File: config.mk
export PLATFORM = sky130hd
export DESIGN_NAME = wsf_section_framer
export DESIGN_NICKNAME = d
export VERILOG_FILES = /design/src/shared/wsf_pkg.sv /design/src/rtl/wsf_pattern_match.sv /design/src/rtl/wsf_event_bit.sv /design/src/rtl/wsf_section_framer.sv
export VERILOG_INCLUDE_DIRS = /design/src /design/src/shared
export SDC_FILE = /design/constraint.sdc
export NUM_CORES = 1
export LEC_CHECK = 0
export BUFFER_PORTS_ARGS = -buffer_cell sky130_fd_sc_hd__buf_2
export CORE_MARGIN = 5
export CORE_UTILIZATION = 62
export CTS_CLUSTER_DIAMETER = 50
export DETAILED_ROUTE_END_ITERATION = 12
export PLACE_DENSITY = 0.95
export SYNTH_ARGS = -nofsm -noshare
export SYNTH_HDL_FRONTEND = slang
export SYNTH_HIERARCHICAL = 1
export SYNTH_SLANG_ARGS = --single-unit
File: constraint.sdc
create_clock -name sys_clk -period 11.9 [get_ports sys_clk]
set_input_delay 2.38 -clock sys_clk [delete_from_list [all_inputs] [get_ports sys_clk]]
set_output_delay 2.38 -clock sys_clk [all_outputs]
set_load 0.01 [all_outputs]
File: src/shared/wsf_defines.svh
// Constants of the section framer: framing values, field codes, defaults.
// Assumes inclusion by bare name; holds definitions only.
`ifndef WSF_DEFINES_SVH
`define WSF_DEFINES_SVH

// Framing octet values
`define WSF_A1_VALUE 8'hf6
`define WSF_A2_VALUE 8'h28
// Octets of each framing kind sent per frame
`define WSF_TX_ONE_COUNT 9'h0c0
`define WSF_TX_TWO_COUNT 9'h0c0
// Line remote defect code in the low K2 bits
`define WSF_RDI_L_CODE 3'h6
`define WSF_K2_FIELD_MSB 2
// Payload forced under AIS-L
`define WSF_AIS_PAYLOAD 8'hff
// Frame length in octets of the aggregate signal
`define WSF_FRAME_OCTETS 155520
// Power-up defaults of the framing controls
`define WSF_DEF_SYNC_WIDTH 5'h02
`define WSF_DEF_HUNT_WIDTH 5'h04
`define WSF_DEF_PRESYNC_A1 5'h10
`define WSF_DEF_PRESYNC_A2 5'h10
`define WSF_DEF_ENTRY_COUNT 4'h4
`define WSF_DEF_EXIT_COUNT 4'h4
// Pattern width ceiling and run counter saturation
`define WSF_MAX_WIDTH 5'h10
`define WSF_RUN_MAX 5'h1f
// Event bit slots
`define WSF_EV_ERRF 0
`define WSF_EV_SIGL 1
`define WSF_EV_CARRIER 2
`define WSF_EV_COUNT 3

`endif

File: src/shared/wsf_pkg.sv
// Types shared by the section framer modules.
// Assumes nothing of its surroundings.
package wsf_pkg;
  // Primary framer states; every state but sync is out of frame
  typedef enum logic [1:0] {
    wsf_hunt,
    wsf_presync_seek,
    wsf_presync_confirm,
    wsf_sync
  } wsf_frm_state_t;
endpackage

File: src/rtl/wsf_pattern_match.sv
// Run matcher: flags the octet that completes a run of A1 then A2 octets.
// Assumes octets already aligned on byte lanes; hit is combinational.
`timescale 1ns/1ps
`default_nettype none
`include "wsf_defines.svh"

module wsf_pattern_match (
  input wire logic sys_clk, // System clock
  input wire logic sys_rst, // Async reset, high
  input wire logic [7:0] octet, // Incoming octet
  input wire logic octet_valid, // Octet present
  input wire logic [4:0] need_a1, // A1 octets required
  input wire logic [4:0] need_a2, // A2 octets required, zero means nibble
  output logic hit, // Pattern ends on this octet
  output logic [4:0] a1_run // A1 octets seen in a row
);
  logic [4:0] a2_run; // A2 octets after the A1 run
  logic [4:0] a1_hold; // A1 run frozen at the first A2
  wire is_a1 = (octet == `WSF_A1_VALUE);
  wire is_a2 = (octet == `WSF_A2_VALUE);
  wire a2_follows = is_a2 && ((a2_run != 5'h00) || (a1_run != 5'h00));
  wire [4:0] a1_seen = (a2_run == 5'h00) ? a1_run : a1_hold;
  wire [4:0] a2_next = (a2_run == `WSF_RUN_MAX) ? a2_run : a2_run + 5'h01;
  // Nibble form checks only the top half of the first A2 octet
  wire nibble_hit = (octet[7:4] == `WSF_A2_VALUE >> 4) && (a2_run == 5'h00) && (a1_run >= need_a1);
  wire full_hit = a2_follows && (a2_next == need_a2) && (a1_seen >= need_a1);

  assign hit = octet_valid && ((need_a2 == 5'h00) ? nibble_hit : full_hit);

  // Run counters; any other octet breaks both runs
  always_ff @(posedge sys_clk or posedge sys_rst) begin
    if (sys_rst) begin
      a1_run <= 5'h00;
      a2_run <= 5'h00;
      a1_hold <= 5'h00;
    end else if (octet_valid) begin
      if (is_a1) begin
        a1_run <= (a1_run == `WSF_RUN_MAX) ? a1_run : a1_run + 5'h01;
        a2_run <= 5'h00;
      end else if (a2_follows) begin
        if (a2_run == 5'h00) begin
          a1_hold <= a1_run;
        end
        a1_run <= 5'h00;
        a2_run <= a2_next;
      end else begin
        a1_run <= 5'h00;
        a2_run <= 5'h00;
      end
    end
  end
endmodule

`default_nettype wire

File: src/rtl/wsf_event_bit.sv
// One alarm: latch-high status and a sticky pending bit.
// Assumes read strobes are one-cycle pulses from the station manager side.
`timescale 1ns/1ps
`default_nettype none

module wsf_event_bit #(
  parameter logic RST_STATUS = 1'b0 // Status level shown in reset
) (
  input wire logic sys_clk, // System clock
  input wire logic sys_rst, // Async reset, high
  input wire logic condition, // Present alarm level
  input wire logic event_pulse, // Alarm event
  input wire logic status_read, // Status read strobe
  input wire logic pending_read, // Pending read strobe
  output logic latched_status, // Latch-high status
  output logic pending // Sticky pending
);
  // A read reloads the present level; an event in that cycle still sets
  wire next_status = status_read ? (condition | event_pulse) : (latched_status | condition | event_pulse);
  wire next_pending = event_pulse | (pending & ~pending_read);

  // Both bits update every cycle
  always_ff @(posedge sys_clk or posedge sys_rst) begin
    if (sys_rst) begin
      latched_status <= RST_STATUS;
      pending <= 1'b0;
    end else begin
      latched_status <= next_status;
      pending <= next_pending;
    end
  end
endmodule

`default_nettype wire

File: src/rtl/wsf_section_framer.sv
// Section framer: A1/A2 sourcing, receive frame aligner, SEVERELY_ERRORED_FRAME, LOSS_OF_SIGNAL and
// carrier-loss alarms with consequent actions and two interrupt outputs.
// Assumes octet-wide streams, frame start marks from the overhead generator.
`timescale 1ns/1ps
`default_nettype none
`include "wsf_defines.svh"

module wsf_section_framer #(
  parameter int FRAME_OCTETS = `WSF_FRAME_OCTETS // Octets per frame
) (
  input wire logic sys_clk, // System clock, 125 MHz
  input wire logic sys_rst, // Async reset, high
  input wire logic [7:0] tx_in_octet, // Transmit octet from overhead path
  input wire logic tx_in_valid, // Transmit octet present
  input wire logic tx_frame_start, // First framing octet of a frame
  input wire logic tx_is_k2, // This octet is K2
  input wire logic [7:0] tx_frame_octet_one, // Programmed A1 value
  input wire logic [7:0] tx_frame_octet_two, // Programmed A2 value
  output logic [7:0] tx_out_octet, // Transmit octet toward PMA
  output logic tx_out_valid, // Transmit octet present
  input wire logic [7:0] rx_in_octet, // Receive octet from PMA
  input wire logic rx_in_valid, // Receive octet present
  output logic [7:0] rx_out_octet, // Receive octet toward PCS
  output logic rx_out_valid, // Receive octet present
  input wire logic [4:0] sync_pattern_width, // f, 0 to 16
  input wire logic [4:0] hunt_pattern_width, // i, 1 to 16
  input wire logic [4:0] presync_a1_width, // j, 0 to 31
  input wire logic [4:0] presync_a2_width, // k, 0 to 31
  input wire logic [3:0] sync_entry_count, // Entry count, 0 to 15
  input wire logic [3:0] sync_exit_count, // Exit count, 0 to 15
  input wire logic loss_of_signal, // Line signal lost, high
  input wire logic optical_carrier_loss_input, // Optics carrier loss pin
  input wire logic carrier_loss_polarity_select, // High: pin active low
  input wire logic tx_rdi_on_signal_loss, // RDI-L on signal loss
  input wire logic rx_ais_on_signal_loss, // AIS-L on signal loss
  input wire logic tx_rdi_on_carrier_loss, // RDI-L on carrier loss
  input wire logic rx_frame_loss_on_carrier_loss, // Force frame loss
  input wire logic rx_ais_on_carrier_loss, // AIS-L on carrier loss
  input wire logic errored_frame_mask_a, // SEVERELY_ERRORED_FRAME to output A
  input wire logic errored_frame_mask_b, // SEVERELY_ERRORED_FRAME to output B
  input wire logic signal_loss_mask_a, // LOSS_OF_SIGNAL to output A
  input wire logic signal_loss_mask_b, // LOSS_OF_SIGNAL to output B
  input wire logic carrier_loss_mask_a, // Carrier to output A
  input wire logic carrier_loss_mask_b, // Carrier to output B
  input wire logic errored_frame_status_read, // Read of SEVERELY_ERRORED_FRAME status
  input wire logic signal_loss_status_read, // Read of LOSS_OF_SIGNAL status
  input wire logic errored_frame_pending_read, // Read of SEVERELY_ERRORED_FRAME pending
  input wire logic signal_loss_pending_read, // Read of LOSS_OF_SIGNAL pending
  input wire logic carrier_loss_pending_read, // Read of carrier pending
  output logic out_of_frame_state, // Framer not in sync
  output logic severely_errored_frame, // Latched SEVERELY_ERRORED_FRAME status
  output logic loss_of_frame, // Frame loss alarm
  output logic signal_loss_status, // Latched LOSS_OF_SIGNAL status
  output logic errored_frame_pending, // SEVERELY_ERRORED_FRAME pending
  output logic signal_loss_pending, // LOSS_OF_SIGNAL pending
  output logic carrier_loss_pending, // Carrier pending
  output logic carrier_loss_live_status, // Carrier loss, polarity fixed
  output logic ais_line_alarm, // AIS-L asserted
  output logic interrupt_out_a, // Interrupt A, high
  output logic interrupt_out_b // Interrupt B, high
);
  // Width 0 acts as 1 for the presync A1 run, the sync A1 run and the hunt run
  function automatic logic [4:0] floor_one(input logic [4:0] w);
    floor_one = (w == 5'h00) ? 5'h01 : w;
  endfunction

  // Widths of 17 to 31 act as 16
  function automatic logic [4:0] cap_sixteen(input logic [4:0] w);
    cap_sixteen = (w > `WSF_MAX_WIDTH) ? `WSF_MAX_WIDTH : w;
  endfunction

  // Count of 0 acts as 1
  function automatic logic [3:0] count_floor(input logic [3:0] c);
    count_floor = (c == 4'h0) ? 4'h1 : c;
  endfunction

  // Transmit side
  logic [8:0] tx_pos; // Framing octet index
  logic tx_in_frame; // Within the framing octet block
  logic carrier_loss; // Carrier loss, polarity corrected
  wire tx_rdi = (tx_rdi_on_signal_loss & loss_of_signal) | (tx_rdi_on_carrier_loss & carrier_loss);
  wire [8:0] tx_index = tx_frame_start ? 9'h000 : tx_pos;
  wire tx_framing = tx_frame_start | tx_in_frame;
  wire tx_send_a1 = tx_framing && (tx_index < `WSF_TX_ONE_COUNT);
  wire tx_send_a2 = tx_framing && !tx_send_a1;
  wire tx_last = tx_index == (`WSF_TX_ONE_COUNT + `WSF_TX_TWO_COUNT - 9'h001);
  wire [7:0] tx_k2_rdi = {tx_in_octet[7:`WSF_K2_FIELD_MSB + 1], `WSF_RDI_L_CODE};
  wire [7:0] next_tx_octet = tx_send_a1 ? tx_frame_octet_one :
                             tx_send_a2 ? tx_frame_octet_two :
                             (tx_is_k2 && tx_rdi) ? tx_k2_rdi :
                             tx_in_octet;

  // Framing octet counter: 192 A1 then 192 A2 after each frame start
  always_ff @(posedge sys_clk or posedge sys_rst) begin
    if (sys_rst) begin
      tx_pos <= 9'h000;
      tx_in_frame <= 1'b0;
    end else if (tx_in_valid && tx_framing) begin
      tx_pos <= tx_index + 9'h001;
      tx_in_frame <= !tx_last;
    end
  end

  // Transmit output stage; an idle cycle keeps the last octet
  always_ff @(posedge sys_clk or posedge sys_rst) begin
    if (sys_rst) begin
      tx_out_octet <= 8'h00;
      tx_out_valid <= 1'b0;
    end else begin
      tx_out_valid <= tx_in_valid;
      if (tx_in_valid) begin
        tx_out_octet <= next_tx_octet;
      end
    end
  end

  // Secondary machine: run matchers for the presync and sync patterns
  logic presync_hit; // Presync pattern ends here
  logic sync_hit; // Sync pattern ends here
  logic [4:0] a1_run; // Consecutive A1 count
  wire [4:0] f_width = cap_sixteen(sync_pattern_width);
  // f of 1 means A1A1A2; f of 0 means A1 plus the A2 top nibble
  wire [4:0] sync_need_a1 = (f_width == 5'h01) ? 5'h02 : floor_one(f_width);
  wire [4:0] sync_need_a2 = f_width;
  wire [4:0] pre_need_a1 = floor_one(cap_sixteen(presync_a1_width));
  wire [4:0] pre_need_a2 = cap_sixteen(presync_a2_width);
  wire [4:0] hunt_need = floor_one(cap_sixteen(hunt_pattern_width));

  // Presync matcher also supplies the A1 run for the hunt
  wsf_pattern_match u_presync (
    .sys_clk(sys_clk),
    .sys_rst(sys_rst),
    .octet(rx_in_octet),
    .octet_valid(rx_in_valid),
    .need_a1(pre_need_a1),
    .need_a2(pre_need_a2),
    .hit(presync_hit),
    .a1_run(a1_run)
  );

  // Sync matcher checks each expected frame boundary
  wsf_pattern_match u_sync (
    .sys_clk(sys_clk),
    .sys_rst(sys_rst),
    .octet(rx_in_octet),
    .octet_valid(rx_in_valid),
    .need_a1(sync_need_a1),
    .need_a2(sync_need_a2),
    .hit(sync_hit),
    .a1_run()
  );

  // Primary machine
  wsf_pkg::wsf_frm_state_t frm_state; // Present framer state
  wsf_pkg::wsf_frm_state_t next_frm_state; // Framer state to come
  logic [17:0] frm_pos; // Octets since the last boundary
  logic [3:0] good_count; // Boundaries found since presync
  logic [3:0] bad_count; // Errored alignment words in a row
  wire force_loss = rx_frame_loss_on_carrier_loss & carrier_loss;
  wire hunt_found = rx_in_valid && ((a1_run >= hunt_need) ||
                    ((rx_in_octet == `WSF_A1_VALUE) && (a1_run + 5'h01 >= hunt_need)));
  wire at_boundary = rx_in_valid && (frm_pos == FRAME_OCTETS[17:0]);
  wire [3:0] entry_goal = count_floor(sync_entry_count);
  wire [3:0] exit_goal = count_floor(sync_exit_count);
  wire confirm_done = at_boundary && sync_hit && ({1'b0, good_count} >= {1'b0, entry_goal});
  wire exit_now = at_boundary && !sync_hit && (bad_count + 4'h1 >= exit_goal);

  // State choice; carrier loss can pin the framer in hunt
  always_comb begin
    next_frm_state = frm_state;
    case (frm_state)
      wsf_pkg::wsf_hunt: begin
        if (hunt_found) begin
          next_frm_state = wsf_pkg::wsf_presync_seek;
        end
      end
      wsf_pkg::wsf_presync_seek: begin
        if (presync_hit) begin
          next_frm_state = wsf_pkg::wsf_presync_confirm;
        end else if (at_boundary) begin
          next_frm_state = wsf_pkg::wsf_hunt; // No presync within a frame
        end
      end
      wsf_pkg::wsf_presync_confirm: begin
        if (confirm_done) begin
          next_frm_state = wsf_pkg::wsf_sync;
        end else if (at_boundary && !sync_hit) begin
          next_frm_state = wsf_pkg::wsf_hunt;
        end
      end
      wsf_pkg::wsf_sync: begin
        if (exit_now) begin
          next_frm_state = wsf_pkg::wsf_hunt;
        end
      end
      default: begin
        next_frm_state = wsf_pkg::wsf_hunt;
      end
    endcase
    if (force_loss) begin
      next_frm_state = wsf_pkg::wsf_hunt;
    end
  end

  // State register; reset lands out of frame
  always_ff @(posedge sys_clk or posedge sys_rst) begin
    if (sys_rst) begin
      frm_state <= wsf_pkg::wsf_hunt;
    end else begin
      frm_state <= next_frm_state;
    end
  end

  // Boundary position: restarted at every expected boundary and on the hunt and presync finds
  wire pos_restart = ((frm_state == wsf_pkg::wsf_hunt) && hunt_found) ||
                     ((frm_state == wsf_pkg::wsf_presync_seek) && presync_hit) || at_boundary;
  always_ff @(posedge sys_clk or posedge sys_rst) begin
    if (sys_rst) begin
      frm_pos <= 18'h00001;
    end else if (rx_in_valid) begin
      frm_pos <= pos_restart ? 18'h00001 : frm_pos + 18'h00001;
    end
  end

  // Boundary counts; the presync find counts as the first boundary
  always_ff @(posedge sys_clk or posedge sys_rst) begin
    if (sys_rst) begin
      good_count <= 4'h0;
      bad_count <= 4'h0;
    end else begin
      if ((frm_state == wsf_pkg::wsf_presync_seek) && presync_hit) begin
        good_count <= 4'h1;
      end else if ((frm_state == wsf_pkg::wsf_presync_confirm) && at_boundary && sync_hit) begin
        good_count <= good_count + 4'h1;
      end
      if (frm_state != wsf_pkg::wsf_sync) begin
        bad_count <= 4'h0;
      end else if (at_boundary) begin
        bad_count <= sync_hit ? 4'h0 : bad_count + 4'h1;
      end
    end
  end

  // Alarm levels; frame loss follows out of frame here, its integration lives elsewhere
  logic errf_cond; // Severely errored frame condition
  logic carrier_pin_prev; // Pin level one cycle ago
  wire enter_unfrm = (frm_state == wsf_pkg::wsf_sync) && (next_frm_state != wsf_pkg::wsf_sync);
  wire entering_sync = (frm_state != wsf_pkg::wsf_sync) && (next_frm_state == wsf_pkg::wsf_sync);
  wire carrier_now = optical_carrier_loss_input ^ carrier_loss_polarity_select;
  wire ais_now = (rx_ais_on_signal_loss & loss_of_signal) | (rx_ais_on_carrier_loss & carrier_loss);
  logic sig_prev; // Signal loss one cycle ago

  // Alarm state; SEVERELY_ERRORED_FRAME and frame loss start active after reset
  always_ff @(posedge sys_clk or posedge sys_rst) begin
    if (sys_rst) begin
      errf_cond <= 1'b1;
      loss_of_frame <= 1'b1;
      out_of_frame_state <= 1'b1;
      carrier_loss <= 1'b0;
      carrier_loss_live_status <= 1'b0;
      carrier_pin_prev <= 1'b0;
      sig_prev <= 1'b0;
      ais_line_alarm <= 1'b0;
    end else begin
      if (enter_unfrm) begin
        errf_cond <= 1'b1;
      end else if (entering_sync) begin
        errf_cond <= 1'b0;
      end
      out_of_frame_state <= (next_frm_state != wsf_pkg::wsf_sync);
      loss_of_frame <= (next_frm_state != wsf_pkg::wsf_sync) | force_loss;
      carrier_loss <= carrier_now;
      carrier_loss_live_status <= carrier_now;
      carrier_pin_prev <= optical_carrier_loss_input;
      sig_prev <= loss_of_signal; // Raw level, no hysteresis
      ais_line_alarm <= ais_now;
    end
  end

  // Event bits: SEVERELY_ERRORED_FRAME, LOSS_OF_SIGNAL and carrier in three slots; SEVERELY_ERRORED_FRAME status resets high, carrier status has no read
  logic [`WSF_EV_COUNT-1:0] ev_cond; // Present levels
  logic [`WSF_EV_COUNT-1:0] ev_pulse; // Events
  logic [`WSF_EV_COUNT-1:0] ev_sread; // Status reads
  logic [`WSF_EV_COUNT-1:0] ev_pread; // Pending reads
  logic [`WSF_EV_COUNT-1:0] ev_status; // Latched status
  logic [`WSF_EV_COUNT-1:0] ev_pend; // Pending bits
  logic [`WSF_EV_COUNT-1:0] mask_a; // Output A enables
  logic [`WSF_EV_COUNT-1:0] mask_b; // Output B enables
  assign ev_cond = {carrier_loss, loss_of_signal, errf_cond | enter_unfrm};
  assign ev_pulse = {optical_carrier_loss_input ^ carrier_pin_prev,
                     loss_of_signal & ~sig_prev,
                     enter_unfrm};
  assign ev_sread = {1'b0, signal_loss_status_read, errored_frame_status_read};
  assign ev_pread = {carrier_loss_pending_read, signal_loss_pending_read, errored_frame_pending_read};
  assign mask_a = {carrier_loss_mask_a, signal_loss_mask_a, errored_frame_mask_a};
  assign mask_b = {carrier_loss_mask_b, signal_loss_mask_b, errored_frame_mask_b};

  // Latch-high status and sticky pending per slot
  genvar g;
  generate
    for (g = 0; g < `WSF_EV_COUNT; g = g + 1) begin : g_event
      wsf_event_bit #(
        .RST_STATUS(g == `WSF_EV_ERRF)
      ) u_bit (
        .sys_clk(sys_clk),
        .sys_rst(sys_rst),
        .condition(ev_cond[g]),
        .event_pulse(ev_pulse[g]),
        .status_read(ev_sread[g]),
        .pending_read(ev_pread[g]),
        .latched_status(ev_status[g]),
        .pending(ev_pend[g])
      );
    end
  endgenerate

  assign severely_errored_frame = ev_status[`WSF_EV_ERRF];
  assign signal_loss_status = ev_status[`WSF_EV_SIGL];
  assign errored_frame_pending = ev_pend[`WSF_EV_ERRF];
  assign signal_loss_pending = ev_pend[`WSF_EV_SIGL];
  assign carrier_loss_pending = ev_pend[`WSF_EV_CARRIER];

  // Interrupt outputs follow masked pending bits, one cycle behind
  always_ff @(posedge sys_clk or posedge sys_rst) begin
    if (sys_rst) begin
      interrupt_out_a <= 1'b0;
      interrupt_out_b <= 1'b0;
    end else begin
      interrupt_out_a <= |(ev_pend & mask_a);
      interrupt_out_b <= |(ev_pend & mask_b);
    end
  end

  // Receive payload stage; AIS-L overwrites every octet with ones
  always_ff @(posedge sys_clk or posedge sys_rst) begin
    if (sys_rst) begin
      rx_out_octet <= 8'h00;
      rx_out_valid <= 1'b0;
    end else begin
      rx_out_valid <= rx_in_valid;
      if (rx_in_valid) begin
        rx_out_octet <= ais_now ? `WSF_AIS_PAYLOAD : rx_in_octet;
      end
    end
  end
endmodule

`default_nettype wire

==> impl_results.md <==
* Status: complete, no violations
* RSZ-0062 raised after global routing: false
* # Max-Cap Violations at 0
* Crit path kind: in -> reg
* Starting Density at 0.6287
* Gpl congestion at between 0.8 and 0.9
* Worst slew margin at 0.2706
* Minimum clock period at between 5 and 6 ns
* Placed Cells at slightly below 1000
* Initial antenna violation count at 1
* I/O Pins at between 100 and 150
* Pre-CTS WS at about 6.1 ns
* CP startpoint kind: input port
* Tightest Pin Transition at 1.083 ns
* Worst Path Max Fanout at 43
* Leak at roughly 3.6 nW
* Final setup viols at 0
* Mapped Cells at between 700 and 800
* Port buffer count at 113
* Longest Clk Path Bufs at 2
* WP data required at 12.20 ns
* Die H at roughly 110 um
* CTS tree: yes
* Gr ovfl total at 0
* Hpwl dp at ~12000 um
* Final Cycle Share at 0.4658
* Final nets at about 990
* HP Class: reg -> reg
* CTS Buf Count at 9
* Share of cells above drive strength 1 at 0.2075
* Postcts setup bufs at 0
* Root Buffer: clkbuf_8
* Worst VDD drop at around 0.000063 V
* Final ANT Viol Nets at 0
* Vias at 5846
* Design Area, Final at 7574 um2
* Nature of the critical path endpoint: register
* Area added between synthesis and finish at 11.62%
* Core region area at 10790 um2
* Latest clock arrival within the worst-skew pair at 0.37 ns
* 1st-pass router iterations at 5
* Post-Synthesis Net Count at 893
* Commonest non-fill, non-tap cell in the layout: buf_2
* Syn_area_per_cell at 9.023 um2
* YS warnings at 6
* Routed wire length at 15430 um
* Routed len/inst at 15.53 um
* First-pass GRT wire length at 25630 um
* Instance area at placement at 7370 um2
* Clock sinks at 100
* Post-Syn Area at 6785 um2
* Site Rows at 38
* Final hold slack at approximately 0.48 ns
* Vias per cell at 5.887
* Final max-slew violation count at 0
* Worst Path Arrival at 5.84 ns
* Final hold viol count at 0
* Max Fclk at 180.4 MHz
* Skew final at 0.01730 ns
* Post-route DRC at 0
* Most frequent cells in the layout: buf_2 (113), dfrtp_1 (95), nand2_1 (83), nor2_1 (75), ha_1 (56)
* Die area at roughly 13000 um2
* Pin count of the biggest net entering global routing at between 40 and 50
* Ant. Diodes at 0
* Gr usage total at 0.2397
* Finished Layout Cells at 993
* Pwr dens at a little under 100 nW/um2
* Clk slew on worst S/H paths at 0.09 ns
* DR iter-0 viols at 384
* Cts hold-fix bufs at 0
* Post_cts resized at 0
* Die X-Extent at 114.6 um
* CTS H-tree lvls at 3
* Vias in the first global route at about 5600
* TNS Setup at 0 ns
* Setup ws final at around 6.4 ns
==> worst paths after layout <==
path                            slack (ns)                                         to                                       from  cells after the start
worst min-delay path                  0.48  g_event[0].u_bit/latched_status$_DFF_PP1_  g_event[0].u_bit/latched_status$_DFF_PP1_                      2
worst max-delay path                  6.36  g_event[0].u_bit/latched_status$_DFF_PP1_                                rx_in_valid                     13
max in group asynchronous             8.88                     frm_pos[0]$_DFFE_PP1P_                                    sys_rst                      3
min in group asynchronous             1.92         g_event[2].u_bit/pending$_DFF_PP0_                                    sys_rst                      2
worst min register to register        0.48  g_event[0].u_bit/latched_status$_DFF_PP1_  g_event[0].u_bit/latched_status$_DFF_PP1_                      2
worst max register to register        7.53  g_event[0].u_bit/latched_status$_DFF_PP1_            u_presync/a2_run[0]$_DFFE_PP0P_                     19
==> area by class of cell <==
type | count | area [um2]
Inverter | 58 | 217.7
Tap cell | 140 | 175.2
Fill cell | 783 | 3219
Multi-Input combinational cell | 564 | 3887
Timing Repair Buffer | 115 | 580.6
Sequential cell | 100 | 2509
Clock buffer | 9 | 123.9
Clock inverter | 7 | 80.08
==> power breakdown <==
| part | switching, W | leakage [nW] | internal (W) |
|---|---|---|---|
| Clock | 0.000127 | 0.0968 | 0.0000999 |
| Sequential | 0.0000205 | 1.28 | 0.000361 |
| Combinational | 0.0000703 | 2.26 | 0.0000536 |
| Total | 0.000218 | 3.63 | 0.000514 |
==> stage by stage <==
step / utilization / power, W
3_3_place_gp: 0.6828 / 0.0005053
4_1_cts: 0.7017 / 0.0007338
6_report: 0.7017 / 0.0007320
2_1_floorplan: - / 0.0004633
5_1_grt: 0.7017 / 0.0007686
3_5_place_dp: 0.6828 / 0.0005110
==> worst max-delay path, stage by stage <==
cell,delay [ns]
buf_2,0.53
nand2_1,0.31
nor3_1,0.26
o211ai_1,0.12
o32ai_1,0.72
nor2_1,0.08
a211o_1,0.29
a22oi_1,0.28
o21ai_1,0.14
ha_1,0.25
or2_2,0.30
nor2_1,0.10
o21ai_1,0.07
==> state kept, by name (all words and copies together), names as in the netlist, 2 cells and up <==
register                      count
u_presync/a1_run                  5
tx_pos                            9
rx_out_octet                      8
frm_pos                          18
u_sync/a1_run                     5
u_sync/a1_hold                    5
u_presync/a2_run                  5
good_count                        4
g_event.u_bit/latched_status      2
u_presync/a1_hold                 5
tx_out_octet                      8
u_sync/a2_run                     5
bad_count                         4
frm_state                         2
g_event.u_bit/pending             3
==> layer usage <==
metal	global-route usage	share of wire
met1	0.3013	0.42
met2	0.4137	0.49
met5	0	0.00045
met4	0.08947	0.024
met3	0.04017	0.063
Power figures use the tool's default switching activity.
